### src/rtl/key_scan_pkg.sv
package key_scan_pkg;
    // ----------------------------------------
    // Matrix geometry
    // ----------------------------------------
    localparam int ROWS = 8;
    localparam int COLS = 8;
    localparam int KEYS = ROWS * COLS;
    localparam int ROW_W = 3;
    localparam int COL_W = 3;
    localparam int KEY_W = 6;
    localparam int BL_W = 7;
    localparam logic [BL_W-1:0] BURST_MAX = 7'h40;

    // ----------------------------------------
    // Timing (clock 20 MHz, 50 ns)
    // ----------------------------------------
    localparam int CLK_NS = 50;
    localparam int DWELL_NS = 167;
    localparam int PULSE_MIN_NS = 2000;
    localparam int PULSE_MAX_NS = 10000;
    localparam int BURST_MIN_NS = 250000;
    localparam int BURST_MAX_NS = 2000000;
    localparam int SETUP_CYC = 1;
    localparam int DWELL_CYC = (DWELL_NS / CLK_NS) < 1 ? 1 : (DWELL_NS / CLK_NS);
    localparam int PULSE_MIN_CYC = (PULSE_MIN_NS + CLK_NS - 1) / CLK_NS;
    localparam int PULSE_MAX_CYC = PULSE_MAX_NS / CLK_NS;
    localparam int BURST_MIN_CYC = (BURST_MIN_NS + CLK_NS - 1) / CLK_NS;
    localparam int BURST_MAX_CYC = BURST_MAX_NS / CLK_NS;
    localparam int PCNT_W = 8;
    localparam int BCNT_W = 16;
    localparam logic [PCNT_W-1:0] PULSE_DEF = 8'h50;
    localparam logic [BCNT_W-1:0] BURST_DEF = 16'h1388;

    // ----------------------------------------
    // Types
    // ----------------------------------------
    typedef enum logic [2:0] {
        ST_IDLE = 3'b000,
        ST_SETUP = 3'b001,
        ST_HIGH = 3'b011,
        ST_LOW = 3'b010,
        ST_WAIT = 3'b110
    } phase_type;

    typedef struct packed {
        logic [ROWS-1:0] row_drive;
        logic [COLS-1:0] column_gate_select;
        logic [COL_W-1:0] column_mux_code;
        logic gate_timer_trigger;
    } drive_type;

    typedef struct packed {
        logic [KEY_W-1:0] key;
        logic [BL_W-1:0] left;
        logic [PCNT_W-1:0] pcnt;
        logic [BCNT_W-1:0] bcnt;
        logic [KEY_W-1:0] wkey;
        logic [BL_W-1:0] wval;
        logic we;
        logic key_done;
        phase_type phase;
        drive_type drv;
    } state_type;
endpackage : key_scan_pkg

### src/rtl/key_matrix_scan_drive.sv
module key_matrix_scan_drive
    import key_scan_pkg::*;
(
    // Clock and reset
    input wire logic mclk,
    input wire logic rst,
    // Control
    input wire logic scan_enable,
    input wire logic [PCNT_W-1:0] pulse_spacing_cycles,
    input wire logic [BCNT_W-1:0] burst_spacing_cycles,
    // Burst length table write
    input wire logic bl_write,
    input wire logic [KEY_W-1:0] bl_key,
    input wire logic [BL_W-1:0] bl_value,
    // Matrix side
    output logic [ROWS-1:0] row_drive,
    output logic [COLS-1:0] column_gate_select,
    output logic [COL_W-1:0] column_mux_code,
    output logic gate_timer_trigger,
    output logic burst_done
);

    // ----------------------------------------
    // Helpers
    // ----------------------------------------
    function automatic logic [PCNT_W-1:0] clamp_pulse(input logic [PCNT_W-1:0] v);
        if (v < PCNT_W'(PULSE_MIN_CYC)) begin
            return PCNT_W'(PULSE_MIN_CYC);
        end else if (v > PCNT_W'(PULSE_MAX_CYC)) begin
            return PCNT_W'(PULSE_MAX_CYC);
        end
        return v;
    endfunction : clamp_pulse

    function automatic logic [BCNT_W-1:0] clamp_burst(input logic [BCNT_W-1:0] v);
        if (v < BCNT_W'(BURST_MIN_CYC)) begin
            return BCNT_W'(BURST_MIN_CYC);
        end else if (v > BCNT_W'(BURST_MAX_CYC)) begin
            return BCNT_W'(BURST_MAX_CYC);
        end
        return v;
    endfunction : clamp_burst

    function automatic logic bl_legal(input logic [BL_W-1:0] v);
        return v <= BURST_MAX;
    endfunction : bl_legal

    // ----------------------------------------
    // Burst length table and state
    // ----------------------------------------
    logic [BL_W-1:0] bl_mem [KEYS];
    logic [BL_W-1:0] bl_rd;
    state_type s_r;
    state_type s_nxt;

    // Reset leaves every key at zero, so no pulses until software loads a table
    always_ff @(posedge mclk or posedge rst) begin
        if (rst) begin
            for (int i = 0; i < KEYS; i++) begin
                bl_mem[i] <= '0;
            end
        end else if (s_r.we) begin
            bl_mem[s_r.wkey] <= s_r.wval;
        end
    end

    assign bl_rd = bl_mem[s_r.key];

    always_comb begin
        logic [ROW_W-1:0] row;
        logic [COL_W-1:0] col;
        row = s_r.key[ROW_W-1:0];
        col = s_r.key[KEY_W-1:ROW_W];
        s_nxt = s_r;
        s_nxt.we = bl_write && bl_legal(bl_value);
        s_nxt.wkey = bl_key;
        s_nxt.wval = bl_value;
        s_nxt.key_done = 1'b0;
        if (s_r.bcnt != '0) begin
            s_nxt.bcnt = s_r.bcnt - 1'b1;
        end
        if (s_r.pcnt != '0) begin
            s_nxt.pcnt = s_r.pcnt - 1'b1;
        end
        case (s_r.phase)
            ST_IDLE: begin
                s_nxt.drv = '0;
                if (scan_enable) begin
                    // Start and idle cycles belong to the slot, so start-to-start is exact while the burst fits in the slot
                    s_nxt.bcnt = clamp_burst(burst_spacing_cycles) - BCNT_W'(2);
                    s_nxt.left = bl_rd;
                    if (bl_rd == '0) begin
                        s_nxt.phase = ST_WAIT;
                    end else begin
                        // Select column first so code is settled ahead of trigger
                        s_nxt.drv.column_gate_select = COLS'(1) << col;
                        s_nxt.drv.column_mux_code = col;
                        s_nxt.pcnt = PCNT_W'(SETUP_CYC);
                        s_nxt.phase = ST_SETUP;
                    end
                end
            end
            ST_SETUP: begin
                if (s_r.pcnt <= 8'h01) begin
                    s_nxt.drv.gate_timer_trigger = 1'b1;
                    s_nxt.drv.row_drive = ROWS'(1) << row;
                    s_nxt.pcnt = PCNT_W'(DWELL_CYC);
                    s_nxt.phase = ST_HIGH;
                end
            end
            ST_HIGH: begin
                // Trigger drops after the dwell; row stays high one more cycle
                if (s_r.pcnt == 8'h01) begin
                    s_nxt.drv.gate_timer_trigger = 1'b0;
                end
                if (s_r.pcnt == '0) begin
                    s_nxt.drv.row_drive = '0;
                    s_nxt.left = s_r.left - 1'b1;
                    // High, low and setup cycles together make one pulse period
                    s_nxt.pcnt = clamp_pulse(pulse_spacing_cycles) -
                        PCNT_W'(DWELL_CYC + SETUP_CYC + 2);
                    s_nxt.phase = ST_LOW;
                end
            end
            ST_LOW: begin
                if (s_r.pcnt == '0) begin
                    if (s_r.left == '0) begin
                        s_nxt.drv = '0;
                        s_nxt.phase = ST_WAIT;
                    end else begin
                        s_nxt.pcnt = PCNT_W'(SETUP_CYC);
                        s_nxt.phase = ST_SETUP;
                    end
                end
            end
            ST_WAIT: begin
                s_nxt.drv = '0;
                if (s_r.bcnt == '0) begin
                    s_nxt.key_done = 1'b1;
                    s_nxt.key = s_r.key + 1'b1;
                    s_nxt.phase = ST_IDLE;
                end
            end
            default: begin
                s_nxt.phase = ST_IDLE;
                s_nxt.drv = '0;
            end
        endcase
    end

    always_ff @(posedge mclk or posedge rst) begin
        if (rst) begin
            s_r <= '{phase: ST_IDLE, default: '0};
        end else begin
            s_r <= s_nxt;
        end
    end

    // ----------------------------------------
    // Outputs straight from state flops
    // ----------------------------------------
    assign row_drive = s_r.drv.row_drive;
    assign column_gate_select = s_r.drv.column_gate_select;
    assign column_mux_code = s_r.drv.column_mux_code;
    assign gate_timer_trigger = s_r.drv.gate_timer_trigger;
    assign burst_done = s_r.key_done;

endmodule : key_matrix_scan_drive

### config.mk
export PLATFORM = sky130hd
export DESIGN_NAME = key_matrix_scan_drive
export DESIGN_NICKNAME = d
export VERILOG_FILES = /design/src/rtl/key_scan_pkg.sv /design/src/rtl/key_matrix_scan_drive.sv
export SDC_FILE = /design/constraint.sdc
export NUM_CORES = 1
export LEC_CHECK = 0
export BUFFER_PORTS_ARGS = -buffer_cell sky130_fd_sc_hd__buf_2
export CORE_MARGIN = 5
export CORE_UTILIZATION = 40
export CTS_CLUSTER_SIZE = 40
export DETAILED_ROUTE_END_ITERATION = 8
export GPL_TIMING_DRIVEN = 0
export HOLD_SLACK_MARGIN = 0.1
export PLACE_DENSITY = 0.54
export SYNTH_ARGS = -nofsm -noshare
export SYNTH_HDL_FRONTEND = slang
export SYNTH_SLANG_ARGS = --single-unit
export TNS_END_PERCENT = 20
### constraint.sdc
create_clock -name mclk -period 17.23 [get_ports mclk]
set_clock_uncertainty 0.2 [all_clocks]
set_input_delay 0.8615 -clock mclk [delete_from_list [all_inputs] [get_ports mclk]]
set_output_delay 0.8615 -clock mclk [all_outputs]
set_load 0.05 [all_outputs]
==> summary.txt <==
Yosys
  • Top post-synthesis cells by area: dfrtp_1 (52%), mux2_2 (20%), mux4_2 (8.0%), mux2i_1 (3.0%), nand2_1 (1.9%)
  • Count of cell types in the netlist: 74
  • Sequential fraction of the synthesis area: 52.1%
  • Number of synthesized flops with an enable pin: 0
  • Synthesis warning total: 0
  • Mapped cell area: 0.0251 mm2
  • Commonest cells in the netlist: dfrtp_1 (523), mux2_2 (449), nand2_1 (126), mux4_2 (89), clkbuf_1 (86)
  • Syn_area_per_cell: 13.3 um2
  • Syn_nets: just under 2000
  • Syn Inst Count: 1884
  • Top cell type's share of synthesized area: 52.1%
  • Count leader, synth: dfrtp_1
  • Synthesis-stage register bit count: between 500 and 600
  • Main flop type after synthesis: dfrtp_1
  • Fraction of registers with async set/reset: 100%
  • Post-synthesis cell type with the largest combined area: dfrtp_1

Drt
  • Vias per cell: around 5.7
  • Drt wl/cell: around 27 um
  • Vias after detailed routing: 16540
  • Post-DRT Antenna Nets: 0
  • First-pass iteration count of the detailed router: 5
  • Initial DRC count: 1460
  • # DRC: 0
  • Final WL: 78.6 mm

Pwr
  • Combinational Power Share: 15.3%
  • Peak supply drop: 0.0847 mV
  • Pint: 2.30 mW
  • Clock power frac: 39.4%
  • Seq pwr share: between 40% and 50%
  • Leak Pwr: about 13 nW
  • Switch share: 27.4%
  • PD cells: ~110 mW/mm2
  • P_sw: 0.869 mW

Timing
  • Measured slew at the worst slew-check pin: 1.41 ns
  • Max Clk Rate: 0.193 GHz
  • RSZ-0062 raised after global routing: no
  • Final Hold Fails: 0
  • Setup TNS Final: 0 ns
  • Final Hold Slack: 0.133 ns
  • Final Cycle Share: 30.1%
  • Fin. max-slew vios: 0
  • Endpoints failing setup: 0
  • Final Worst Setup Slack: 12.04 ns
  • Worst slew margin: under 10%
  • Minimum clock period after layout: 5.19 ns

Critical path
  • Critical path peak fanout: 10
  • Nature of the critical path endpoint: flop
  • Setup slack, reg-to-reg: about 12 ns
  • CP Launch Type: flop
  • CP startpoint: s_r[70]
  • Worst Path Required: 17.47 ns
  • Crit path DAT: 5.43 ns
  • FF-to-FF Start: s_r[70]
  • Worst setup path category: flop to flop

Final layout
  • # fillers: 5638
  • Post-route cell area: 0.0285 mm2
  • Layout Nets: 2060
  • P&R area growth vs syn: 13.5%
  • N_diodes: 0
  • Ratio of cells with drive above 1 in the final layout: a little under two fifths

Outcome
  • Run status: completed

Clocking
  • CTS Buffer Depth: 3
  • CTS H-tree depth: 2
  • Worst-Skew Late Latency: 0.63 ns
  • CTS sink count: 523
  • Inserted Clock Buffers: 55
  • Hold_buf cts: 0
  • Post-CTS Repair Setup Buffers: 0
  • Clock transition at path regs: ~0.06 ns
  • CTS tree: yes
  • CTS resizes: 0
  • Root buf cell: clkbuf_16

Floorplanning
  • Die X: 261 um
  • Initial core utilization: 40.6%
  • Site Rows: between 90 and 100
  • Die area: around 0.068 mm2
  • Height of the die: 261 um
  • Core Area: 0.0619 mm2
  • # IOs: 62

Worst hold path
  • Hold Crit Class: input pin to async pin

Global route
  • Vias in the first global route: 17081
  • Remaining global-route overflow: 0
  • Total GRT Usage: 23.2%
  • First-pass GRT wire length: 116 mm
  • Largest net degree at the start of global routing: ~130
  • Initial antenna violation count: 0

Placed design
  • Placed cell areas: 0.0266 mm2
  • GPL Wtd Cong: 0.900
  • Input/output buffers: roughly 60
  • Pre-CTS setup slack: around 12 ns
  • Final HPWL DP: 54.0 mm

Flow run
  • Max_cap viols: 0
[kinds of logic after synthesis]
logic type | count (synthesis) | share of synthesized area (%)
xor+xnor | 35 | 1.22
fa+ha+maj | 13 | 0.648
buf+inv | 165 | 3.13
simple gates | 336 | 6.58
compound gates | 199 | 5.23
mux | 613 | 31.1
flops | 523 | 52.1
[placed cells by master, fill, tap and decap left out, types with 6 or more instances in the layout]
cell type,instances
dfrtp_1,523
mux2_2,449
nand2_1,126
clkbuf_1,95
mux4_2,89
buf_2,83
mux2i_1,75
nor2_1,68
clkbuf_16,56
a21oi_1,52
o21ai_0,42
nor3_1,30
nand3_1,27
xnor2_1,25
buf_4,22
a22oi_1,18
clkinv_2,15
clkbuf_8,15
ha_1,13
buf_1,12
inv_1,11
nor2b_1,10
xor2_1,10
nand2b_1,9
o22ai_1,9
nor3b_1,8
o31ai_1,8
and2_1,6
buf_6,6
a31o_2,6
a31oi_1,6
o211ai_1,6
[flip-flops by register name, indices dropped and copies added, names as in the netlist]
name / cells
bl_mem: 448
burst_done: 1
column_gate_select: 8
column_mux_code: 3
gate_timer_trigger: 1
row_drive: 8
s_r: 54
[per-stage QoR]
step / cells / utilization (%) / power (mW)
6_report: 2890 / 46.0 / 3.17
5_1_grt: 2890 / 46.0 / 3.31
4_1_cts: 2890 / 46.0 / 3.20
3_5_place_dp: 2786 / 43.0 / 1.94
3_3_place_gp: 2782 / 42.7 / 1.92
2_1_floorplan: 1884 / - / 1.80
[path summary, 6_finish.rpt]
check	end	cells past startpoint
min	row_drive[1]	2
min reg2reg	column_gate_select[0]	2
min in group mclk	s_r[37]	1
max	column_gate_select[5]	11
max in group asynchronous	bl_mem[385]	4
max reg2reg	column_gate_select[5]	11
[metal layers]
metal / GRT usage, % / vias to the layer above / share of wire, %
met4: 6.16 / 0 / 2.6
li1: - / 7157 / -
met3: 3.94 / 120 / 5.3
met5: 0 / - / 0
met2: 38.6 / 466 / 48
met1: 31.7 / 8797 / 44
[critical path, cell delays in order, from the launching register on]
cell     delay, ns
dfrtp_1       0.45
buf_2         0.44
buf_2         0.48
buf_2         0.55
mux4_2        0.38
mux2i_1       0.34
o22ai_1       0.13
nor3_1        0.74
o22ai_1       0.29
nor4b_4       0.50
buf_2         0.34
o31ai_1       0.12
[cell type report]
class	instances	area, um2	share of cell area, %
tap	837	1050	3.67
timing repair buffer	65	415	1.46
sequential	523	13100	45.9
inverter	16	67.6	0.237
clock inverter	24	265	0.930
multi-input combinational	1196	11300	39.5
buffer	149	726	2.55
clock buffer	80	1640	5.76
[power by group through the flow]
stage / Combinational (mW) / Sequential (mW) / Clock [mW]
4_1_cts: 0.487 / 1.43 / 1.28
6_report: 0.486 / 1.44 / 1.25
2_1_floorplan: 0.364 / 1.43 / 0
3_5_place_dp: 0.485 / 1.46 / 0
5_1_grt: 0.538 / 1.45 / 1.32
3_3_place_gp: 0.471 / 1.45 / 0
(Power assumes the default switching activity.)
